===== src/include/flash_status_defines.vh =====
`ifndef FLASH_STATUS_DEFINES_VH
`define FLASH_STATUS_DEFINES_VH

// wishbone register offsets (byte addresses)
`define REG_CTRL        4'h0
`define REG_ADDR        4'h4
`define REG_DATA        4'h8
`define REG_STAT        4'hc

// control register fields
`define CTRL_START      0
`define CTRL_MODE       1
`define CTRL_ABORT      2

// status register fields
`define STAT_BUSY       0
`define STAT_DONE       1
`define STAT_FAIL       2
`define STAT_RDY        3
`define STAT_SUSP       4
`define STAT_READ_LO    8

// status bit positions on the flash data bus
`define POLL_BIT        7
`define TOG1_BIT        6
`define TIMEOUT_BIT     5
`define TOG2_BIT        2

// reset command data
`define RESET_CMD       8'hf0

// bus timing at 50 MHz: access time; read and write strobes stay low ACCESS_CYC + 3 cycles
`define CLK_MHZ         50
`define ACCESS_NS       100
`define ACCESS_CYC      (((`ACCESS_NS) * (`CLK_MHZ) + 999) / 1000)
`define CNT_W           4

`endif


===== src/rtl/flash_bus_cycle.v =====
`include "flash_status_defines.vh"
`default_nettype none

// ****************************************************************
// one read or write cycle on the flash pins
// ****************************************************************
module flash_bus_cycle
(
  input  wire        clk,         // system clock
  input  wire        nrst,        // async reset, active low
  input  wire        go,          // start a cycle, one pulse
  input  wire        wr,          // 1 write, 0 read
  input  wire [20:0] addr,        // flash address
  input  wire [7:0]  wdata,       // write data
  input  wire [7:0]  dq_sync,     // synchronised data pins
  output reg         done,        // cycle finished, one pulse
  output reg  [7:0]  rdata,       // captured read data
  output reg  [20:0] a_out,       // address pins
  output reg  [7:0]  dq_out,      // data out
  output reg         dq_oe,       // data drive enable
  output reg         ce_n,        // chip enable
  output reg         oe_n,        // output enable
  output reg         we_n         // write strobe
);

  localparam [2:0] S_IDLE = 3'h1;
  localparam [2:0] S_ACT  = 3'h2;
  localparam [2:0] S_END  = 3'h4;

  reg [2:0]        state_reg;
  reg [`CNT_W-1:0] cnt_reg;
  wire [31:0]      load_full = `ACCESS_CYC + 2; // count loaded at strobe fall

  // strobe timing: ce/oe or ce/we low for ACCESS_CYC + 3 cycles, then capture
  always @(posedge clk or negedge nrst)
  begin
    if (!nrst)
    begin
      state_reg <= S_IDLE;
      cnt_reg   <= {`CNT_W{1'b0}};
      done      <= 1'b0;
      rdata     <= 8'h00;
      a_out     <= 21'h00000;
      dq_out    <= 8'h00;
      dq_oe     <= 1'b0;
      ce_n      <= 1'b1;
      oe_n      <= 1'b1;
      we_n      <= 1'b1;
    end
    else
    begin
      done <= 1'b0;
      case (state_reg)
        S_IDLE:
        begin
          if (go)
          begin
            a_out     <= addr;
            dq_out    <= wdata;
            dq_oe     <= wr;
            ce_n      <= 1'b0;
            oe_n      <= wr;
            we_n      <= ~wr;
            cnt_reg   <= load_full[`CNT_W-1:0];
            state_reg <= S_ACT;
          end
        end
        S_ACT:
        begin
          if (cnt_reg == {`CNT_W{1'b0}})
          begin
            rdata     <= dq_sync; // data already held two cycles
            ce_n      <= 1'b1;    // rising strobe ends the cycle
            oe_n      <= 1'b1;
            we_n      <= 1'b1;
            state_reg <= S_END;
          end
          else
            cnt_reg <= cnt_reg - 1'b1;
        end
        S_END:
        begin
          dq_oe     <= 1'b0;
          done      <= 1'b1;
          state_reg <= S_IDLE;
        end
        default:
          state_reg <= S_IDLE;
      endcase
    end
  end

endmodule

`default_nettype wire


===== src/rtl/flash_status_poller.v =====
// Behaviour
// - every status read presents the address being programmed
// - erase status reads use an address inside a selected sector
// - poll bit may change before low bits; take data from a later read
// - toggle check starts with two reads; no change means complete
// - toggling with timeout flag high: recheck, still toggling means failure
// - a restarted check begins again from its first step
// - after failure the host writes the reset command F0
//
// The implementer's own choices: the register offsets and register access over Wishbone.
`include "flash_status_defines.vh"
`default_nettype none

module flash_status_poller
(
  input  wire        CLK,        // 50 MHz clock
  input  wire        NRST,       // async reset, active low
  input  wire [3:0]  ADR_I,      // wishbone address
  input  wire [31:0] DAT_I,      // wishbone write data
  input  wire [3:0]  SEL_I,      // wishbone byte selects
  input  wire        WE_I,       // wishbone write enable
  input  wire        CYC_I,      // wishbone cycle
  input  wire        STB_I,      // wishbone strobe
  output reg  [31:0] DAT_O,      // wishbone read data
  output reg         ACK_O,      // wishbone acknowledge
  output wire [20:0] FA,         // flash address pins
  output wire [7:0]  FDQ_O,      // flash data out
  output wire        FDQ_OE,     // flash data drive enable
  input  wire [7:0]  FDQ_I,      // flash data in
  output wire        FCE_N,      // flash chip enable
  output wire        FOE_N,      // flash output enable
  output wire        FWE_N,      // flash write strobe
  input  wire        READY_BUSY_N // open-drain ready/busy, pulled up
);

  // ****************************************************************
  // states
  // ****************************************************************
  localparam [6:0] S_IDLE  = 7'h01;
  localparam [6:0] S_RD1   = 7'h02;
  localparam [6:0] S_RD2   = 7'h04;
  localparam [6:0] S_RECHK = 7'h08;
  localparam [6:0] S_RST   = 7'h10;
  localparam [6:0] S_FINAL = 7'h20;
  localparam [6:0] S_WAIT  = 7'h40;
  reg [6:0]  state_reg;
  reg        mode_reg;      // 0 toggle method, 1 polling method
  reg [20:0] addr_reg;      // valid status address
  reg [7:0]  data_reg;      // expected programmed datum
  reg        busy_reg;
  reg        done_reg;
  reg        fail_reg;
  reg        susp_reg;      // toggle two toggling while one stopped
  reg [7:0]  first_reg;     // previous status read
  reg [7:0]  last_reg;      // final array read
  reg        go_reg;
  reg        wr_reg;
  reg [7:0]  dq_meta_reg;
  reg [7:0]  dq_sync_reg;
  reg [1:0]  rb_sync_reg;
  reg        start_pulse;   // start bit written
  reg        abort_pulse;   // abort bit written while busy
  wire       cyc_done;
  wire [7:0] cyc_data;
  wire       tog_one;       // toggle bit one changed between reads
  wire       tog_two;       // toggle bit two changed between reads
  // toggle compare: bit differs between two reads
  function toggled;
    input [7:0] a;
    input [7:0] b;
    input integer pos;
    begin
      toggled = a[pos] ^ b[pos];
    end
  endfunction
  // toggle flags of the newest read against the one before
  assign tog_one = toggled(first_reg, cyc_data, `TOG1_BIT);
  assign tog_two = toggled(first_reg, cyc_data, `TOG2_BIT);
  // ****************************************************************
  // pin synchronisers
  // ****************************************************************
  always @(posedge CLK or negedge NRST)
  begin
    if (!NRST)
    begin
      dq_meta_reg <= 8'h00;
      dq_sync_reg <= 8'h00;
      rb_sync_reg <= 2'h3;
    end
    else
    begin
      dq_meta_reg <= FDQ_I;
      dq_sync_reg <= dq_meta_reg;
      rb_sync_reg <= {rb_sync_reg[0], READY_BUSY_N};
    end
  end

  flash_bus_cycle u_cyc
  (
    .clk     (CLK),
    .nrst    (NRST),
    .go      (go_reg),
    .wr      (wr_reg),
    .addr    (addr_reg),
    .wdata   (`RESET_CMD),
    .dq_sync (dq_sync_reg),
    .done    (cyc_done),
    .rdata   (cyc_data),
    .a_out   (FA),
    .dq_out  (FDQ_O),
    .dq_oe   (FDQ_OE),
    .ce_n    (FCE_N),
    .oe_n    (FOE_N),
    .we_n    (FWE_N)
  );
  // ****************************************************************
  // status check sequencer
  // ****************************************************************
  always @(posedge CLK or negedge NRST)
  begin
    if (!NRST)
    begin
      state_reg <= S_IDLE;
      busy_reg  <= 1'b0;
      done_reg  <= 1'b0;
      fail_reg  <= 1'b0;
      susp_reg  <= 1'b0;
      first_reg <= 8'h00;
      last_reg  <= 8'h00;
      go_reg    <= 1'b0;
      wr_reg    <= 1'b0;
    end
    else
    begin
      go_reg <= 1'b0;
      case (state_reg)
        S_IDLE:
        begin
          if (start_pulse)
          begin
            busy_reg  <= 1'b1;
            done_reg  <= 1'b0;
            fail_reg  <= 1'b0;
            susp_reg  <= 1'b0;
            wr_reg    <= 1'b0;
            go_reg    <= 1'b1;
            state_reg <= S_RD1; // always from the first read
          end
        end
        S_RD1:
        begin
          if (cyc_done)
          begin
            first_reg <= cyc_data;
            go_reg    <= 1'b1;  // same address every read
            state_reg <= S_RD2;
          end
        end
        S_RD2:
        begin
          if (abort_pulse)
          begin
            busy_reg  <= !cyc_done; // stay busy while a read is on the pins
            state_reg <= cyc_done ? S_IDLE : S_WAIT;
          end
          else if (cyc_done)
          begin
            first_reg <= cyc_data;
            go_reg    <= 1'b1; // next read, same address
            if (mode_reg ? (cyc_data[`POLL_BIT] == data_reg[`POLL_BIT])
                         : !tog_one && !tog_two)
            begin
              susp_reg  <= 1'b0;
              state_reg <= S_FINAL; // fresh read for full data
            end
            else if (!mode_reg && !tog_one)
              susp_reg  <= 1'b1; // toggle two alone: suspended
            else if (cyc_data[`TIMEOUT_BIT])
              state_reg <= S_RECHK; // recheck after timeout
            else
              susp_reg  <= 1'b0;
          end
        end
        S_RECHK:
        begin
          if (cyc_done)
          begin
            if (mode_reg ? (cyc_data[`POLL_BIT] == data_reg[`POLL_BIT])
                         : !toggled(first_reg, cyc_data, `TOG1_BIT))
            begin
              go_reg    <= 1'b1;
              state_reg <= S_FINAL;
            end
            else
            begin
              fail_reg  <= 1'b1; // failed
              wr_reg    <= 1'b1;
              go_reg    <= 1'b1; // reset command
              state_reg <= S_RST;
            end
          end
        end
        S_RST:
        begin
          if (cyc_done)
          begin
            wr_reg    <= 1'b0;
            busy_reg  <= 1'b0;
            done_reg  <= 1'b1;
            state_reg <= S_IDLE;
          end
        end
        S_FINAL:
        begin
          if (cyc_done)
          begin
            last_reg  <= cyc_data; // valid array data
            busy_reg  <= 1'b0;
            done_reg  <= 1'b1;
            state_reg <= S_IDLE;
          end
        end
        S_WAIT:
        begin
          busy_reg  <= !cyc_done; // aborted read ends before a new start
          state_reg <= cyc_done ? S_IDLE : S_WAIT;
        end
        default:
          state_reg <= S_IDLE;
      endcase
    end
  end
  // ****************************************************************
  // wishbone slave, one wait state, ack one cycle
  // ****************************************************************
  wire wb_req = CYC_I && STB_I && !ACK_O;
  always @(posedge CLK or negedge NRST)
  begin
    if (!NRST)
    begin
      ACK_O       <= 1'b0;
      DAT_O       <= 32'h00000000;
      mode_reg    <= 1'b0;
      addr_reg    <= 21'h00000;
      data_reg    <= 8'h00;
      start_pulse <= 1'b0;
      abort_pulse <= 1'b0;
    end
    else
    begin
      ACK_O       <= wb_req;
      start_pulse <= 1'b0;
      abort_pulse <= 1'b0;
      DAT_O       <= 32'h00000000;
      if (wb_req && WE_I && SEL_I[0] && !busy_reg)
      begin
        case (ADR_I)
          `REG_CTRL:
          begin
            mode_reg    <= DAT_I[`CTRL_MODE];
            start_pulse <= DAT_I[`CTRL_START];
          end
          `REG_ADDR: addr_reg <= DAT_I[20:0];
          `REG_DATA: data_reg <= DAT_I[7:0];
          default: ;
        endcase
      end
      else if (wb_req && WE_I && SEL_I[0] && ADR_I == `REG_CTRL)
        abort_pulse <= DAT_I[`CTRL_ABORT];
      else if (wb_req && !WE_I)
      begin
        case (ADR_I)
          `REG_CTRL: DAT_O <= {30'h0, mode_reg, 1'b0};
          `REG_ADDR: DAT_O <= {11'h0, addr_reg};
          `REG_DATA: DAT_O <= {24'h0, data_reg};
          `REG_STAT: DAT_O <= {16'h0, last_reg, 3'h0, susp_reg,
                               rb_sync_reg[1], fail_reg, done_reg,
                               busy_reg}; // ready pin seen
          default:   DAT_O <= 32'h00000000;
        endcase
      end
    end
  end

endmodule

`default_nettype wire


===== config.mk =====
export PLATFORM = sky130hd
export DESIGN_NAME = flash_status_poller
export DESIGN_NICKNAME = d
export VERILOG_FILES = /design/src/rtl/flash_bus_cycle.v /design/src/rtl/flash_status_poller.v
export VERILOG_INCLUDE_DIRS = /design/src /design/src/include
export SDC_FILE = /design/constraint.sdc
export NUM_CORES = 1
export LEC_CHECK = 0
export ABC_AREA = 1
export BUFFER_PORTS_ARGS = -buffer_cell sky130_fd_sc_hd__buf_2
export CORE_ASPECT_RATIO = 2
export CORE_UTILIZATION = 40
export CTS_BUF_LIST = sky130_fd_sc_hd__clkbuf_16
export CTS_CLUSTER_DIAMETER = 120
export DETAILED_ROUTE_END_ITERATION = 8
export HOLD_SLACK_MARGIN = 0.12
export PLACE_DENSITY = 0.66
export SETUP_SLACK_MARGIN = 0.05
export SKIP_CTS_REPAIR_TIMING = 1
export SLEW_MARGIN = 10
export SYNTH_ARGS = -nofsm -noshare
export SYNTH_HDL_FRONTEND = slang
export SYNTH_SLANG_ARGS = --single-unit
export TNS_END_PERCENT = 20

===== constraint.sdc =====
create_clock -name CLK -period 4.12 [get_ports CLK]
set_clock_uncertainty 0.05 [all_clocks]
set_input_delay 0.206 -clock CLK [delete_from_list [all_inputs] [get_ports CLK]]
set_output_delay 0.206 -clock CLK [all_outputs]
set_load 0.05 [all_outputs]

==> impl_metrics.py, run 1 <==
metrics = {
    "outcome": {
        "outcome": "finished clean",
    },
    "finish": {
        "areaGrowthSynthToFinish_pct": 26.18,
        "final_area_mm2": 0.007231,
        "nets": 770,
        "fin_cells": 917,
        "drive_gt1_share_pct": 25.27,
        "diodes": 0,
        "fillers": 1280,
    },
    "clocking": {
        "cts.sinks": 137,
        "clock-root-buffer": "clkbuf_16",
        "clock_latency_ns": 0.42,
        "clock_path_buffers": 2,
        "cts_buffers": 17,
        "cts_tree": "yes",
        "h-tree-depth": 4,
        "clk_pin_slew_ns": 0.07,
    },
    "detailed_routing": {
        "wl_per_cell_um": 14.53,
        "num_vias": 4307,
        "drt_iter0_markers": 206,
        "drc": 0,
        "ant_nets": 0,
        "firstDrtPassIters": 4,
        "routed_via_density": 4.697,
        "wl_um": 13330,
    },
    "logic_synthesis": {
        "yosys_warnings": 0,
        "ys.flop_type": "dfrtp_1",
        "synth_area_per_cell_um2": 9.796,
        "synth_cell_type_count": 43,
        "synth_edf_count": 0,
        "yosysTopAreaCellShare_pct": 56.77,
        "synth_area_mm2": 0.005730,
        "async_flop_share_pct": 100.0,
        "synth.most_common_cell": "nand2_1",
        "ys_seq_area_share_pct": 59.98,
        "synthCells": 585,
        "synth_commonest_cells": "nand2_1 (156), dfrtp_1 (130), inv_1 (56)",
        "synthTopCellsByArea": "dfrtp_1 (57%), nand2_1 (10%), o21ai_0 (4.5%)",
        "synth_seq_cells": 137,
        "synth_top_area_cell": "dfrtp_1",
    },
    "worst_hold_path": {
        "hp-class": "in -> reg",
        "hold_start": "SEL_I[0]",
        "hold_depth": 5,
        "min_to": "abort_pulse",
    },
    "sta": {
        "worst_pin_slew_ns": 0.9557,
        "setup_ws_ns": 2.007,
        "fin_tns_setup_ns": 0,
        "hold_viol_final": 0,
        "timing.fmax_ghz": 0.4733,
        "finalMaxSlewViolations": 0,
        "setup_violations": 0,
        "slew_headroom_pct": 36.29,
        "fin_crit_ns": 2.113,
        "finalCritPeriodShare_pct": 51.29,
        "rsz0062_at_grt": "no",
    },
    "worst_setup_path": {
        "worstReg2RegStart": "u_cyc.state_reg[0]",
        "r2r-end": "u_cyc.a_out[17]",
        "cp-end-kind": "flip-flop",
        "cp-start-kind": "flip-flop",
        "reg2reg_depth": 4,
        "cp_data_required_time_ns": 4.39,
        "path_max_fanout": 34,
        "r2r_setup_slack_ns": 2.01,
        "path_class": "reg -> reg",
        "cp.arrival_ns": 2.38,
    },
    "power_and_ir_drop": {
        "p_clk_share_pct": 44.2,
        "comb_power_share_pct": 11.9,
        "internal_power_w": 0.002419,
        "powerDensity_mw_per_mm2": 466.7,
        "switching_share_pct": 28.33,
        "pwr-share-seq_pct": 43.9,
        "leakagePower_nw": 3.726,
        "max-vdd-ir-drop_mv": 0.3603,
        "switchingPower_w": 0.0009558,
    },
    "floorplan": {
        "die_y_um": 171.3,
        "row_count": 61,
        "dieArea_mm2": 0.01484,
        "initial_core_util_pct": 41.03,
        "dieWidth_um": 86.64,
        "top_level_ports": 120,
        "design.core.area_mm2": 0.01397,
    },
    "placed_design": {
        "place.gp.congestion": 0.8722,
        "dp.cells": 849,
        "postPlaceCellArea_mm2": 0.006282,
        "port_buffers": 90,
        "dp_slack_ns": 1.979,
        "post-dp-hpwl_um": 9686,
    },
    "global_routing": {
        "grt_first_pass_wirelength_um": 20620,
        "grt_max_degree": 107,
        "antenna_found_initial": 0,
        "grt_use_total_pct": 18.92,
        "grt_pass1_vias": 4246,
        "overflow": 0,
    },
    "job": {
        "cap_viol_max_count": 0,
    },
}
placed cells by master, fill, tap and decap left out, drive strengths merged, types with 2 or more instances in the layout:
| master | synthesis | final |
|---|---|---|
| a21oi | 18 | 18 |
| buf | 25 | 91 |
| clkbuf | 5 | 17 |
| clkinv | 3 | 6 |
| clkinvlp | 0 | 3 |
| conb | 1 | 15 |
| dfrtp | 130 | 130 |
| dfstp | 7 | 7 |
| dlygate4sd3 | 0 | 36 |
| inv | 63 | 71 |
| mux2 | 12 | 12 |
| nand2 | 165 | 165 |
| nand3 | 30 | 30 |
| nand3b | 3 | 3 |
| nand4 | 5 | 5 |
| nor2 | 41 | 41 |
| nor3 | 5 | 5 |
| o211ai | 2 | 2 |
| o21ai | 55 | 55 |
| o21bai | 4 | 4 |
| o221ai | 2 | 2 |
| xor2 | 2 | 2 |
power by group through the flow:
stage	Sequential, W	Combinational [W]	Clock [W]
global placement	0.00150	0.000366	0
global route	0.00149	0.000438	0.00157
CTS	0.00148	0.000377	0.00152
finish	0.00148	0.000400	0.00149
detailed placement	0.00151	0.000376	0
floorplan	0.00156	0.000213	0
area by class of cell:
class | instances | area, um2 | share of cell area, %
Sequential cell | 137 | 3437 | 47.53
Multi-Input combinational cell | 366 | 1894 | 26.20
Timing Repair Buffer | 127 | 824.5 | 11.40
Clock buffer | 17 | 425.4 | 5.883
Inverter | 66 | 250.2 | 3.461
Tap cell | 189 | 236.5 | 3.270
Clock inverter | 15 | 162.7 | 2.250
how the worst max path moves through the flow:
stage,to,slack [ns],depth (start not counted),start
4_1_cts,u_cyc.a_out[3],1.97,5,u_cyc.state_reg[0]
5_1_grt,u_cyc.a_out[0],1.84,6,u_cyc.state_reg[1]
6_report,u_cyc.a_out[17],2.01,4,u_cyc.state_reg[0]
3_5_place_dp,u_cyc.a_out[16],1.98,4,u_cyc.state_reg[0]
3_3_place_gp,u_cyc.oe_n,2.05,4,u_cyc.state_reg[0]
2_1_floorplan,addr_reg[12],2.31,6,ACK_O
through the flow:
step | utilization [%] | hold WS, ns | power [W]
after floorplan | - | -0.1396 | 0.001776
after global placement | 44.98 | 0.2624 | 0.001870
after detailed placement | 44.98 | 0.2657 | 0.001883
after CTS | 49.19 | -0.1751 | 0.003380
after global routing | 51.77 | 0.1464 | 0.003505
final | 51.77 | 0.1235 | 0.003374
routing by layer:
layer	wire length [um]	GRT usage (%)	vias up
met5	0	0	-
met4	463	10.07	0
met3	345	4.367	25
met2	7664	34.96	100
met1	4852	19.31	2096
li1	-	-	2086
cell families (layout without fill, tap and decap cells):
family	count (synthesis)	after routing	synth area share, %
and+or+nand+nor	251	251	20.94
DFF	137	137	59.98
buffers and inverters	96	225	7.882
AOI/OAI and AO/OA	85	85	8.123
muxes	12	12	2.489
xor gates and xnor gates	2	2	0.3057
adders and majority gates	1	1	0.2183
other	1	15	0.06544
critical path, cell delays in order, from the launching register on:
cell and delay [ns]:
dfstp_2 0.54, nand2_1 0.09, nor2_2 0.55, inv_2 0.45
o21ai_0 0.32
No activity file was read; power rests on OpenSTA's default activity.
==> run 2, diff against run 1 <==
--- a/config.mk
+++ b/config.mk
@@ -6,7 +6,7 @@
 export SDC_FILE = /design/constraint.sdc
 export NUM_CORES = 1
 export LEC_CHECK = 0
-export ABC_AREA = 1
+export ABC_AREA = 0
 export BUFFER_PORTS_ARGS = -buffer_cell sky130_fd_sc_hd__buf_2
 export CORE_ASPECT_RATIO = 2
 export CORE_UTILIZATION = 40
@@ -14,7 +14,7 @@
 export CTS_CLUSTER_DIAMETER = 120
 export DETAILED_ROUTE_END_ITERATION = 8
 export HOLD_SLACK_MARGIN = 0.12
-export PLACE_DENSITY = 0.66
+export PLACE_DENSITY = 0.69
 export SETUP_SLACK_MARGIN = 0.05
 export SKIP_CTS_REPAIR_TIMING = 1
 export SLEW_MARGIN = 10
==> constraint.sdc (replaced) <==
create_clock -name CLK -period 1.84 [get_ports CLK]
set_clock_uncertainty 0.05 [all_clocks]
set_input_delay 0.092 -clock CLK [delete_from_list [all_inputs] [get_ports CLK]]
set_output_delay 0.092 -clock CLK [all_outputs]
set_load 0.05 [all_outputs]
==> run 2 against run 1 <==
  * The run now ends with setup timing left
  * Clock-buffer cell count is the same
  * Utilization grew 4.6 points
  * Power grew 110%
  * Clock power grew 120%
  * First-iteration DRC count shrank 14%
  * Cell count shrank 15%
  * Synthesized cell count shrank 25%
  * Critical path depth grew 1
  * Via count shrank 6.4%
  * Flip-flop and latch count is the same
  * Highest routed layer unchanged
==> impl_metrics.py, run 2 <==
metrics = {
    "outcome": {
        "violations": "setup timing",
        "outcome": "complete, but fails checks",
    },
    "worst_hold_path": {
        "hold_start": "WE_I",
        "hp-class": "in -> reg",
    },
    "logic_synthesis": {
        "yosysTopAreaCellShare_pct": 58.36,
        "async_flop_share_pct": 100.0,
        "synth_top_area_cell": "dfrtp_1",
        "synthCells": 440,
        "synth_commonest_cells": "dfrtp_1 (130), mux2_2 (61), nand2_1 (40)",
        "synth_edf_count": 0,
        "synth.most_common_cell": "dfrtp_1",
        "synth_area_mm2": 0.005574,
        "synth_cell_type_count": 56,
        "ys_seq_area_share_pct": 61.66,
        "synth_seq_cells": 137,
        "synth_area_per_cell_um2": 12.67,
        "yosys_warnings": 0,
        "ys.flop_type": "dfrtp_1",
        "synthTopCellsByArea": "dfrtp_1 (58%), mux2_2 (12%), dfstp_2 (3.3%)",
    },
    "worst_setup_path": {
        "cp-end-kind": "flip-flop",
        "cp_data_required_time_ns": 2.08,
        "cp-startpoint": "state_reg[1]",
        "cp.arrival_ns": 2.32,
        "path_class": "reg -> reg",
        "cp-start-kind": "flip-flop",
        "path_max_fanout": 4,
        "worstReg2RegStart": "state_reg[1]",
    },
    "sta": {
        "fin_crit_ns": 2.078,
        "timing.fmax_ghz": 0.4811,
        "hold_ws_ns": 0.1091,
        "fin_tns_setup_ns": -1.819,
        "rsz0062_at_grt": "yes",
        "finalCritPeriodShare_pct": 113.0,
        "setup_violations": 30,
        "setup_ws_ns": -0.2384,
        "hold_viol_final": 0,
        "finalMaxSlewViolations": 0,
    },
    "global_routing": {
        "overflow": 0,
        "grt_pass1_vias": 4083,
        "antenna_found_initial": 0,
        "grt_max_degree": 47,
        "grt_use_total_pct": 19.71,
        "grt_first_pass_wirelength_um": 21040,
    },
    "clocking": {
        "cts_buffers": 17,
        "clock-root-buffer": "clkbuf_16",
        "clk_pin_slew_ns": 0.06,
        "cts_tree": "yes",
        "cts.sinks": 137,
        "clock_path_buffers": 2,
        "h-tree-depth": 4,
        "clock_latency_ns": 0.42,
    },
    "finish": {
        "layout_commonest_cell": "dfrtp_1",
        "nets": 662,
        "drive_gt1_share_pct": 43.39,
        "final_area_mm2": 0.007624,
        "areaGrowthSynthToFinish_pct": 36.77,
        "diodes": 0,
        "most-common-layout-cells": "dfrtp_1 (129), buf_2 (89), nand2_1 (39)",
    },
    "floorplan": {
        "initial_core_util_pct": 41.25,
        "die_y_um": 168.9,
        "dieArea_mm2": 0.01444,
        "row_count": 60,
        "top_level_ports": 120,
        "dieWidth_um": 85.47,
        "design.core.area_mm2": 0.01351,
    },
    "placed_design": {
        "postPlaceCellArea_mm2": 0.006485,
        "place.gp.congestion": 0.8960,
        "port_buffers": 90,
        "post-dp-hpwl_um": 9656,
        "dp_slack_ns": -0.2395,
    },
    "detailed_routing": {
        "routed_via_density": 5.203,
        "num_vias": 4032,
        "wl_um": 14010,
        "wl_per_cell_um": 18.08,
        "firstDrtPassIters": 4,
        "drt_iter0_markers": 178,
        "drc": 0,
        "ant_nets": 0,
    },
    "power_and_ir_drop": {
        "leakagePower_nw": 3.772,
        "max-vdd-ir-drop_mv": 0.8036,
        "powerDensity_mw_per_mm2": 930.9,
    },
    "job": {
        "cap_viol_max_count": 0,
    },
}
-- run 2: cell count changes in the layout (fill, tap and decap cells not counted), sizes merged, moves of 6 or more --
cell,change
a22oi,+17
and2,+7
buf,+45
o21ai,-43
mux2,+50
inv,-56
nor2,-17
a21oi,-6
nand2,-125
nand3,-24
-- run 2: final cells by class --
cell class              instances  area (um2)
fillers                      1129        5889
flip-flops and latches        137        3438
multi-input cells             268        2118
repair buffers                171        1255
clock buffers                  17       425.4
well taps                     155       193.9
clock inverters                15       143.9
inverters                      12       48.80
-- run 2: power by group --
part	switching, W	internal [W]	total, W
clock network	0.00135	0.00188	0.00323
logic	0.000401	0.000329	0.000730
registers	0.0000465	0.00309	0.00314
total	0.00180	0.00530	0.00710
-- run 2: worst paths after layout --
check                      cells after the start  slack [ns]         endpoint
max in group asynchronous                      3        0.98     state_reg[0]
hold reg to reg                                0        0.29   dq_sync_reg[3]
hold / removal                                 4        0.11        DAT_O[18]
setup reg to reg                               5       -0.24     state_reg[5]
min in group asynchronous                      2        0.13  u_cyc.a_out[16]
setup / recovery                               5       -0.24     state_reg[5]
-- run 2: layer usage --
layer  track usage (%)  part of all wire [%]  wire (um)
met1             19.33                    35       4957
met2             36.94                    57       8051
met3             3.706                   2.9        408
met4             12.39                   4.3        596
met5                 0                     0          0
-- run 2: through the flow --
| stage | instances | util, % | total power (W) |
|---|---|---|---|
| 2_1_floorplan | 454 | - | 0.003566 |
| 3_3_place_gp | 706 | 47.99 | 0.003794 |
| 3_5_place_dp | 706 | 47.99 | 0.003807 |
| 4_1_cts | 738 | 52.20 | 0.007037 |
| 5_1_grt | 775 | 56.42 | 0.007327 |
| 6_report | 775 | 56.42 | 0.007097 |
-- run 2: cells by family (layout without fill, tap and decap cells) --
family | Yosys count | in the layout | synth area share [%]
flops | 137 | 137 | 61.66
compound gates | 59 | 59 | 7.385
xor+xnor | 8 | 8 | 1.257
fa+ha+maj | 1 | 1 | 0.2244
buf+inv | 49 | 215 | 4.848
mux | 65 | 65 | 13.13
simple gates | 120 | 120 | 11.43
other cells | 1 | 15 | 0.06728
-- run 2: worst max-delay path, stage by stage, from the launching register on --
cell and delay (ns):
dfrtp_1 0.41, or4_4 0.52, or3_4 0.35, o21a_4 0.14, o211ai_4 0.18, mux2_4 0.31
